### src/smd_pkg.sv
package smd_pkg;
    // ============================================================
    // Link commands and framing
    localparam logic [7:0] SMD_CMD_TABLE_READ = 8'h5a;
    localparam logic [7:0] SMD_CMD_READ_ANY_REG = 8'h65;
    localparam int SMD_CMD_BITS = 8;
    localparam int SMD_TABLE_ADDR_BITS = 24;
    localparam int SMD_REG_ADDR_BITS = 32;
    localparam int SMD_TABLE_DUMMY = 8;
    localparam int SMD_DEF_LATENCY = 8;
    // ============================================================
    // Discoverable table content
    localparam logic [31:0] SMD_TABLE_BASE = 32'h0000_0044;
    localparam int SMD_TABLE_BYTES = 20;
    localparam logic [31:0] SMD_ERASE_DWORD = 32'hff_dc_dc_21;
    localparam logic [31:0] SMD_DETECT1_DWORD = 32'h08_ff_65_fc;
    localparam logic [31:0] SMD_DETECT1_ADDR = 32'h0000_0004;
    localparam logic [31:0] SMD_DETECT2_DWORD = 32'h04_ff_65_fc;
    localparam logic [31:0] SMD_DETECT2_ADDR = 32'h0000_0002;
    localparam logic [7:0] SMD_BLANK_BYTE = 8'hff;
    localparam logic [7:0] SMD_ZERO_BYTE = 8'h00;
    // Byte positions within the host copy of the table
    localparam int SMD_POS_DET1 = 4;
    localparam int SMD_POS_DET1_ADDR = 8;
    localparam int SMD_POS_DET2 = 12;
    localparam int SMD_POS_DET2_ADDR = 16;
    localparam int SMD_DESC_INSTR = 1;
    localparam int SMD_DESC_MASK = 3;
    localparam int SMD_DESC_KIND_BIT = 1;
    // ============================================================
    // Configuration registers and map indexes
    localparam logic [31:0] SMD_NV_ONE_ADDR = 32'h0000_0002;
    localparam logic [31:0] SMD_NV_THREE_ADDR = 32'h0000_0004;
    localparam int SMD_ARCH_BIT = 3;
    localparam int SMD_LOC_BIT = 2;
    localparam logic [7:0] SMD_IDX_HYB_BOTTOM = 8'h01;
    localparam logic [7:0] SMD_IDX_HYB_TOP = 8'h03;
    localparam logic [7:0] SMD_IDX_UNIFORM = 8'h05;

    // Table byte at a relative offset, dwords least significant byte first
    function automatic logic [7:0] smd_table_byte(input logic [31:0] addr);
        logic [31:0] rel;
        logic [31:0] dw;
        rel = addr - SMD_TABLE_BASE;
        unique case (rel[31:2])
            30'h0: dw = SMD_ERASE_DWORD;
            30'h1: dw = SMD_DETECT1_DWORD;
            30'h2: dw = SMD_DETECT1_ADDR;
            30'h3: dw = SMD_DETECT2_DWORD;
            30'h4: dw = SMD_DETECT2_ADDR;
            default: dw = {4{SMD_BLANK_BYTE}};
        endcase
        return dw[rel[1:0]*8 +: 8];
    endfunction
endpackage

### src/smd_link_if.sv
interface smd_link_if;
    logic sck;
    logic cs_n;
    logic mosi;
    logic miso;
    modport host (output sck, output cs_n, output mosi, input miso);
    modport device (input sck, input cs_n, input mosi, output miso);
endinterface

### src/smd_host.sv
module smd_host #(
    parameter int DIV = 8,
    parameter int LATENCY = smd_pkg::SMD_DEF_LATENCY
) (
    input wire logic ref_clk,
    input wire logic rst_n,
    smd_link_if.host link,
    input wire logic start,
    output logic busy,
    output logic done,
    output logic map_error,
    output logic [7:0] map_index,
    output logic [7:0] erase_type1_op,
    output logic [7:0] erase_type2_op,
    output logic [7:0] erase_type3_op,
    output logic [7:0] erase_type4_op
);
    import smd_pkg::*;

    // Device return path needs about five cycles of a half period
    if (DIV < 8 || DIV > 255)
    begin
        $error("DIV out of range");
    end
    // Header and dummy must fit the 64-bit transmit shift register
    if (LATENCY < 1 || LATENCY > 24)
    begin
        $error("LATENCY out of range");
    end

    typedef enum logic [1:0] {
        H_IDLE = 2'b00,
        H_XFER = 2'b01,
        H_EVAL = 2'b11,
        H_FIN = 2'b10
    } smd_hstate_type;

    typedef struct packed {
        smd_hstate_type state;
        logic [1:0] stage;
        logic [7:0] div;
        logic miso_s1;
        logic miso_s2;
        logic sck;
        logic cs_n;
        logic mosi;
        logic [63:0] tx;
        logic [8:0] cnt;
        logic [8:0] hdr;
        logic [8:0] total;
        logic [7:0] rx;
        logic [SMD_TABLE_BYTES-1:0][7:0] tbl;
        logic arch;
        logic loc;
        logic done;
        logic err;
        logic [7:0] index;
    } smd_host_type;

    smd_host_type st_r;
    smd_host_type st_nxt;

    // ============================================================
    // Sequencer and serial engine
    always_comb
    begin
        logic tick;
        logic [8:0] k;
        logic [7:0] mask;
        logic [7:0] idx;
        tick = (st_r.div == 8'(DIV - 1));
        k = '0;
        mask = '0;
        idx = '0;
        st_nxt = st_r;
        st_nxt.done = 1'b0;
        st_nxt.miso_s1 = link.miso;
        st_nxt.miso_s2 = st_r.miso_s1;
        st_nxt.div = (tick || st_r.state != H_XFER) ? 8'd0 : st_r.div + 8'd1;
        unique case (st_r.state)
            H_IDLE:
            begin
                if (start)
                begin
                    // Table read from the erase dword through both descriptors
                    st_nxt.stage = 2'd0;
                    st_nxt.err = 1'b0;
                    st_nxt.tx = {SMD_CMD_TABLE_READ, SMD_TABLE_BASE[23:0], 32'h0};
                    st_nxt.mosi = SMD_CMD_TABLE_READ[7];
                    st_nxt.hdr = 9'(SMD_CMD_BITS + SMD_TABLE_ADDR_BITS + SMD_TABLE_DUMMY);
                    st_nxt.total = 9'(SMD_CMD_BITS + SMD_TABLE_ADDR_BITS + SMD_TABLE_DUMMY + 8 * SMD_TABLE_BYTES);
                    st_nxt.cnt = '0;
                    st_nxt.cs_n = 1'b0;
                    st_nxt.state = H_XFER;
                end
            end
            H_XFER:
            begin
                if (tick && !st_r.sck)
                begin
                    // Rising edge: device samples, host captures
                    st_nxt.sck = 1'b1;
                    st_nxt.cnt = st_r.cnt + 9'd1;
                    if (st_r.cnt >= st_r.hdr)
                    begin
                        k = st_r.cnt - st_r.hdr;
                        st_nxt.rx = {st_r.rx[6:0], st_r.miso_s2};
                        if (k[2:0] == 3'd7 && st_r.stage == 2'd0)
                            st_nxt.tbl[k[7:3]] = {st_r.rx[6:0], st_r.miso_s2};
                    end
                end
                else if (tick)
                begin
                    st_nxt.sck = 1'b0;
                    st_nxt.tx = {st_r.tx[62:0], 1'b0};
                    st_nxt.mosi = st_r.tx[62];
                    if (st_r.cnt == st_r.total)
                    begin
                        st_nxt.cs_n = 1'b1;
                        st_nxt.mosi = 1'b0;
                        st_nxt.state = H_EVAL;
                    end
                end
            end
            H_EVAL:
            begin
                mask = (st_r.stage == 2'd1) ? st_r.tbl[SMD_POS_DET1 + SMD_DESC_MASK]
                    : st_r.tbl[SMD_POS_DET2 + SMD_DESC_MASK];
                if (st_r.stage == 2'd1)
                    st_nxt.arch = |(st_r.rx & mask);
                if (st_r.stage == 2'd2)
                    st_nxt.loc = |(st_r.rx & mask);
                st_nxt.cnt = '0;
                st_nxt.hdr = 9'(SMD_CMD_BITS + SMD_REG_ADDR_BITS + LATENCY);
                st_nxt.total = 9'(SMD_CMD_BITS + SMD_REG_ADDR_BITS + LATENCY + 8);
                if (st_r.stage == 2'd0)
                begin
                    if (st_r.tbl[SMD_POS_DET1][SMD_DESC_KIND_BIT] || st_r.tbl[SMD_POS_DET2][SMD_DESC_KIND_BIT])
                    begin
                        st_nxt.err = 1'b1;
                        st_nxt.state = H_FIN;
                    end
                    else
                    begin
                        // Detection instruction and address from table
                        st_nxt.tx = {st_r.tbl[SMD_POS_DET1 + SMD_DESC_INSTR], st_r.tbl[SMD_POS_DET1_ADDR + 3],
                            st_r.tbl[SMD_POS_DET1_ADDR + 2], st_r.tbl[SMD_POS_DET1_ADDR + 1],
                            st_r.tbl[SMD_POS_DET1_ADDR], 24'h0};
                        st_nxt.mosi = st_r.tbl[SMD_POS_DET1 + SMD_DESC_INSTR][7];
                        st_nxt.stage = 2'd1;
                        st_nxt.cs_n = 1'b0;
                        st_nxt.state = H_XFER;
                    end
                end
                else if (st_r.stage == 2'd1)
                begin
                    st_nxt.tx = {st_r.tbl[SMD_POS_DET2 + SMD_DESC_INSTR], st_r.tbl[SMD_POS_DET2_ADDR + 3],
                        st_r.tbl[SMD_POS_DET2_ADDR + 2], st_r.tbl[SMD_POS_DET2_ADDR + 1],
                        st_r.tbl[SMD_POS_DET2_ADDR], 24'h0};
                    st_nxt.mosi = st_r.tbl[SMD_POS_DET2 + SMD_DESC_INSTR][7];
                    st_nxt.stage = 2'd2;
                    st_nxt.cs_n = 1'b0;
                    st_nxt.state = H_XFER;
                end
                else
                    st_nxt.state = H_FIN;
            end
            H_FIN:
            begin
                idx = {5'b0, st_r.arch, st_r.loc, 1'b1};
                st_nxt.index = idx;
                if (idx != SMD_IDX_HYB_BOTTOM && idx != SMD_IDX_HYB_TOP && idx != SMD_IDX_UNIFORM)
                    st_nxt.err = 1'b1;
                st_nxt.done = 1'b1;
                st_nxt.state = H_IDLE;
            end
        endcase
    end

    // Synchronous reset, link idle with select high
    always_ff @(posedge ref_clk)
    begin
        if (!rst_n)
        begin
            st_r <= '0;
            st_r.state <= H_IDLE;
            st_r.cs_n <= 1'b1;
        end
        else
            st_r <= st_nxt;
    end

    assign link.sck = st_r.sck;
    assign link.cs_n = st_r.cs_n;
    assign link.mosi = st_r.mosi;
    assign busy = (st_r.state != H_IDLE);
    assign done = st_r.done;
    assign map_error = st_r.err;
    assign map_index = st_r.index;
    assign erase_type1_op = st_r.tbl[0];
    assign erase_type2_op = st_r.tbl[1];
    assign erase_type3_op = st_r.tbl[2];
    assign erase_type4_op = st_r.tbl[3];
endmodule

### src/flat_wrapper.sv
// flat-port wrapper written by rule: the top's interface ports become plain ports
module smd_host_flat import smd_pkg::*;
#(
    parameter int DIV = 8,
    parameter int LATENCY = smd_pkg::SMD_DEF_LATENCY
)
  (ref_clk, rst_n, start, busy, done, map_error, map_index, erase_type1_op, erase_type2_op, erase_type3_op, erase_type4_op, link_sck, link_cs_n, link_mosi, link_miso);
  smd_link_if link_i ();
  input wire logic ref_clk;
  input wire logic rst_n;
  input wire logic start;
  output logic busy;
  output logic done;
  output logic map_error;
  output logic [7:0] map_index;
  output logic [7:0] erase_type1_op;
  output logic [7:0] erase_type2_op;
  output logic [7:0] erase_type3_op;
  output logic [7:0] erase_type4_op;
  output wire logic [$bits(link_i.sck)-1:0] link_sck;
  output wire logic [$bits(link_i.cs_n)-1:0] link_cs_n;
  output wire logic [$bits(link_i.mosi)-1:0] link_mosi;
  input wire logic [$bits(link_i.miso)-1:0] link_miso;
  assign link_sck = link_i.sck;
  assign link_cs_n = link_i.cs_n;
  assign link_mosi = link_i.mosi;
  assign link_i.miso = link_miso;
  smd_host #(.DIV(DIV), .LATENCY(LATENCY)) u_core (.ref_clk(ref_clk), .rst_n(rst_n), .link(link_i), .start(start), .busy(busy), .done(done), .map_error(map_error), .map_index(map_index), .erase_type1_op(erase_type1_op), .erase_type2_op(erase_type2_op), .erase_type3_op(erase_type3_op), .erase_type4_op(erase_type4_op));
endmodule
### config.mk
export PLATFORM = sky130hd
export DESIGN_NAME = smd_host_flat
export DESIGN_NICKNAME = d
export VERILOG_FILES = /design/src/smd_pkg.sv /design/src/smd_link_if.sv /design/src/smd_host.sv /design/src/flat_wrapper.sv
export SDC_FILE = /design/constraint.sdc
export NUM_CORES = 1
export LEC_CHECK = 0
export ABC_AREA = 1
export BUFFER_PORTS_ARGS = -buffer_cell sky130_fd_sc_hd__buf_2
export CORE_ASPECT_RATIO = 2
export CORE_MARGIN = 1.5
export CORE_UTILIZATION = 30
export CTS_CLUSTER_SIZE = 8
export DETAILED_ROUTE_END_ITERATION = 10
export PLACE_DENSITY = 0.55
export SLEW_MARGIN = 25
export SYNTH_ARGS = -nofsm -noshare
export SYNTH_HDL_FRONTEND = slang
export SYNTH_SLANG_ARGS = --single-unit
### constraint.sdc
create_clock -name ref_clk -period 4.9 [get_ports ref_clk]
set_input_delay 0.735 -clock ref_clk [delete_from_list [all_inputs] [get_ports ref_clk]]
set_output_delay 0.735 -clock ref_clk [all_outputs]
set_load 0.1 [all_outputs]
* Word level (Yosys, flattened, before mapping) *
Cells that the tools add are included.

cells by class
  bitwise logic cells = 2
  reduce and logical (&&, ||, !) cells = 30
  equality and inequality tests = 21
  $add $sub $neg = 3
  mux-type cells = 32
  order comparisons = 3

operator list
  cell                                           count
  two-way mux 66 bit                             4
  one-hot mux 75 bit (3 select lines)            1
  bitwise mux 160 bit                            1
  two-way mux 93 bit                             1
  two-way mux 67 bit                             1
  demux 8 bit (select 5 bit)                     1
  one-hot mux 18 bit (2 select lines)            1
  two-way mux 2 bit                              8
  two-way mux 8 bit                              2
  != test 2 x 1 -> 1 bit, second input constant  8
  AND reduction 4 bit                            3
  adder 9 x 1 -> 9 bit, second input constant    1
  == test 9 bit                                  1
  greater-or-equal comparator 9 bit              1
  two-way mux 9 bit                              1
  adder 8 x 1 -> 8 bit, second input constant    1
  bitwise AND 8 bit                              1
  == test 8 x 3 -> 1 bit, second input constant  1
  two-way mux 4 bit                              2
  one-hot mux 2 bit (4 select lines)             1
  AND reduction 2 bit                            4
  nonzero test 2 bit                             4
  OR reduction 8 bit                             1
  subtractor 8 bit                               1
  22 further kinds                               40

word-level totals
  word-level logic and storage cells = 129
  bits of input ports = 4
  output and inout port bits = 46
  register bits after elaboration = 282

* Logic depth before layout (Yosys ltp) *
  depth after elaboration = 6
  depth in mapped cells = 14

* Worst setup path after synthesis *
OpenSTA, ideal clock, no wires.

  path kind = register to register
  from = reg u_core.st_r[287] in the netlist's numbering
  to = reg u_core.link.cs_n (netlist name)
  setup time = 0.137 ns
  arrival = 2.277 ns
  cell stages (with the launch flop) = 12
  slack = 2.487 ns
  path through = dfxtp_1 inv_1 ha_1 inv_1 nor2_1 nor2_1 nand2_1 nor2_2 buf_2 nand2_1 nand2_1 o211ai_1

between the ends
  longest elaborated chain between the ends = 3
  elaborated cells on any way between the ends = 12
  classes of those cells = 8 x eq/ne; 1 x mux; 3 x reduce/logical

ends and longest elaborated chain
  item                                                      line             text
  from (decl)                                               smd_host.sv:60   smd_host_type st_r;
  from (signal assigned)                                    smd_host.sv:190  st_r <= st_nxt;
  == test 2 bit (tied with other cells)                     smd_host.sv:80   unique case (st_r.state)
  != test 3 x 1 -> 1 bit (no line) (tied with other cells)  n/a
  AND reduction 7 bit (no line)                             n/a

Several ways; a longest one is shown, not always the timed one.
A chain may end at the register's enable or synchronous reset.

* Final worst setup path *
  from = reg u_core.st_r[287] in the netlist's numbering
  to = reg u_core.st_r[68] in the netlist's numbering

between the ends
  longest elaborated chain between the ends = 2

ends and longest elaborated chain
  item                           line
  == test 2 x 1 -> 1 bit         smd_host.sv:80
  AND reduction 4 bit (no line)  n/a

No other way between the ends.

==> flow_metrics.tcl <==
set metrics [dict create \
    postSynthAreaPerCell_um2 7.345 \
    power.sequential.fraction 0.376 \
    synth.largest_area_cell "sky130_fd_sc_hd__dfxtp_1" \
    initial_core_util 0.3035 \
    setup.worst_path.start_class "register" \
    p_leak_nw 3.795 \
    final_net_count 1311 \
    syn-cell-area_um2 9747 \
    dr.pass1.iters 5 \
    rsz0062_at_grt "false" \
    clk_latency_ns 0.55 \
    critPathSlowestCell "sky130_fd_sc_hd__nor2_4" \
    pre_cts_slack_ns 2.104 \
    finalSetupViolations 0 \
    route.final.wire_length_um 29500 \
    number_of_top_level_pins 50 \
    routed_wire_length_per_instance_um 17.13 \
    area_inside_the_core_boundary_um2 32120 \
    globalRoute.totalOverflow 0 \
    synth_area_leaders "sky130_fd_sc_hd__dfxtp_1 44%, sky130_fd_sc_hd__nand2_1 11%, sky130_fd_sc_hd__a21oi_1 10%" \
    timing.critical_path.from "u_core.st_r[287]" \
    ctsHtreeMaxLevel 1 \
    dpl.cell_count 1690 \
    yosys_warning_count 0 \
    cts-root-buf "sky130_fd_sc_hd__clkbuf_16" \
    rows 93 \
    number_of_port_buffers 44 \
    postSynthRegisterBits 213 \
    post_cts.resized_instances 0 \
    postRouteAntennaNets 0 \
    worst_setup_end_kind "register" \
    period_minus_slack_ns 2.781 \
    status "finished clean" \
    clockPowerShare 0.373 \
    critPathRequiredTime_ns 5.31 \
    antenna_found_initial 0 \
    power.share.switching 0.3644 \
    clock_tree.buffer_depth 3 \
    worstPathCellList "inv_1, ha_1, buf_4, o21ai_1, nor2_4, buf_12, nand2_2, nand2_1, a21oi_1" \
    timing.hold.worst.start "link_miso" \
    power_frac_comb 0.251 \
    postSynth.asyncResetShare 0 \
    r2r_cells 9 \
    synth.most_common_cell "sky130_fd_sc_hd__nand2_1" \
    grt.total_usage 0.1752 \
    design.die.area_um2 33650 \
    post-cts-setup-buffers 0 \
    n_antenna_cell 0 \
    max_incr_delay_on_cp_ns 0.58 \
    final_cell_count_without_fillers 1722 \
    die_height_um 257.9 \
    detail_route.vias_per_cell 5.140 \
    timing.critical_path.fanout_max 63 \
    ir_drop_v 0.0002179 \
    intPower_mw 3.117 \
    finalWorstSetupSlack_ns 2.119 \
    yosysSeqAreaShare 0.4375 \
    grt_max_degree 95 \
    worst_setup_hold_path_clk_slew_ns 0.05 \
    place_hpwl_um 18550 \
    final_layout_size_suffix_gt1_frac 0.1019 \
    max-cap-violations 0 \
    floorplan.die.width_um 130.5 \
    power_density_nw_per_um2 458.2 \
    synth_ff_type "sky130_fd_sc_hd__dfxtp_1" \
    route.vias.total 8851 \
    holdPathStages 3 \
    final.hold.worst_slack_ns 0.3753 \
    ctsHoldBuffers 0 \
    place_area_um2 9921 \
    cts_tree "built" \
    worst-setup-path-type "reg -> reg" \
    vias_in_the_first_global_route 8596 \
    postSynthCellCount 1327 \
    remaining_drc_errors 0 \
    areaGrowthSynthToFinish_pct 9.794 \
    post-synth-top-area-fraction 0.4375 \
    worst_pin_slew_ns 1.107 \
    timing.final.hold_violations 0 \
    finalInstanceArea_um2 10700 \
    final_min_period_over_clock_period 0.5676 \
    power.net_switching_mw 1.787 \
    yosys.cell_types.count 38 \
    grt_first_pass_wirelength_um 46110 \
    cts_buffers 30 \
    layout.core_utilization 0.3332 \
    slew_viol_final 0 \
    r2r_slack_ns 2.12 \
    worst_skew_ns 0.01032 \
    numClockSinks 213 \
    gp_congestion 0.8167 \
    post_synth_most_frequent_cells "287 x sky130_fd_sc_hd__nand2_1, 213 x sky130_fd_sc_hd__dfxtp_1, 194 x sky130_fd_sc_hd__a21oi_1" \
    detail_route.iter0.violations 654 \
    filler_cell_count 3566 \
    power.total_mw 4.903 \
    synth-edff-count 0 \
    slew-limit-headroom 0.2612 \
    cp_data_arrival_time_ns 3.19 \
    fin_tns_setup_ns 0 \
    worstReg2RegStart "u_core.st_r[287]" \
    holdCritPathClass "in -> reg" \
    max_freq_ghz 0.3596 \
]
## sequential cells by signal, indices dropped and copies added (netlist names)
name	flops
u_core.link.mosi	1
u_core.map_error	1
u_core.erase_type3_op	8
u_core.done	1
u_core.st_r	172
u_core.link.sck	1
u_core.link.cs_n	1
u_core.erase_type2_op	8
u_core.erase_type1_op	8
u_core.map_index	3
u_core.erase_type4_op	8
u_core.st_nxt	1
## power by group through the flow
stage | sequential, mW | combinational, mW | clock, mW
after floorplan | 1.94 | 0.838 | 0
after global placement | 1.88 | 1.23 | 0
after detailed placement | 1.88 | 1.23 | 0
after CTS | 1.84 | 1.24 | 1.87
after global routing | 1.85 | 1.33 | 1.94
final | 1.85 | 1.23 | 1.83
## cell usage in the layout, fill, tap and decap left out, types with 2 or more instances in the layout
master and instances:
sky130_fd_sc_hd__a21oi_1 194, sky130_fd_sc_hd__a22o_1 7, sky130_fd_sc_hd__buf_12 3, sky130_fd_sc_hd__buf_2 44, sky130_fd_sc_hd__buf_4 9, sky130_fd_sc_hd__clkbuf_16 31, sky130_fd_sc_hd__conb_1 5, sky130_fd_sc_hd__dfxtp_1 211
sky130_fd_sc_hd__dfxtp_2 2, sky130_fd_sc_hd__ha_1 11, sky130_fd_sc_hd__inv_1 45, sky130_fd_sc_hd__inv_2 4, sky130_fd_sc_hd__nand2_1 286, sky130_fd_sc_hd__nand2_2 10, sky130_fd_sc_hd__nand3_1 183, sky130_fd_sc_hd__nand4_1 16
sky130_fd_sc_hd__nor2_1 62, sky130_fd_sc_hd__nor2_2 16, sky130_fd_sc_hd__nor2_4 7, sky130_fd_sc_hd__nor3_1 6, sky130_fd_sc_hd__nor3b_1 5, sky130_fd_sc_hd__o211ai_1 2, sky130_fd_sc_hd__o21a_1 5, sky130_fd_sc_hd__o21ai_0 113
sky130_fd_sc_hd__o22ai_1 2, sky130_fd_sc_hd__xor2_1 2
## final timing paths
| kind | end |
|---|---|
| max | u_core.st_r[68] |
| min | u_core.st_nxt[274] |
| max reg2reg | u_core.st_r[68] |
| min reg2reg | u_core.st_r[274] |
## worst max-delay path, delay by kind of cell, from the launching register on
family                   cells  cell delay, ns
adder cells (fa/ha/maj)      1            0.16
buffers and inverters        3            0.97
AND/OR/NAND/NOR              3            0.85
flip-flops                   1            0.34
AO/OA/AOI/OAI                2            0.28
## cell families after synthesis
kind of cell / share of synthesized area
other: 0.0003847
adders and majority gates: 0.01617
AOI/OAI and AO/OA: 0.1760
xor gates and xnor gates: 0.004366
and+or+nand+nor: 0.2703
buffers and inverters: 0.09525
DFF: 0.4375
## final cells by class
class | count | area, µm² | share of cell area
Clock buffer | 31 | 775.7 | 0.07249
Tap cell | 427 | 534.3 | 0.04992
Timing Repair Buffer | 56 | 347.8 | 0.03250
Sequential cell | 213 | 4267 | 0.3987
Clock inverter | 1 | 5.005 | 0.0004677
Multi-Input combinational cell | 944 | 4582 | 0.4282
Inverter | 50 | 190.2 | 0.01777
## metal layers
layer	part of all wire	up-vias	track usage
li1	-	4338	-
met1	0.38	4283	0.1864
met2	0.55	162	0.3311
met3	0.029	68	0.01699
met4	0.046	0	0.09158
met5	0	-	0
No activity file was read; power rests on OpenSTA's default activity.
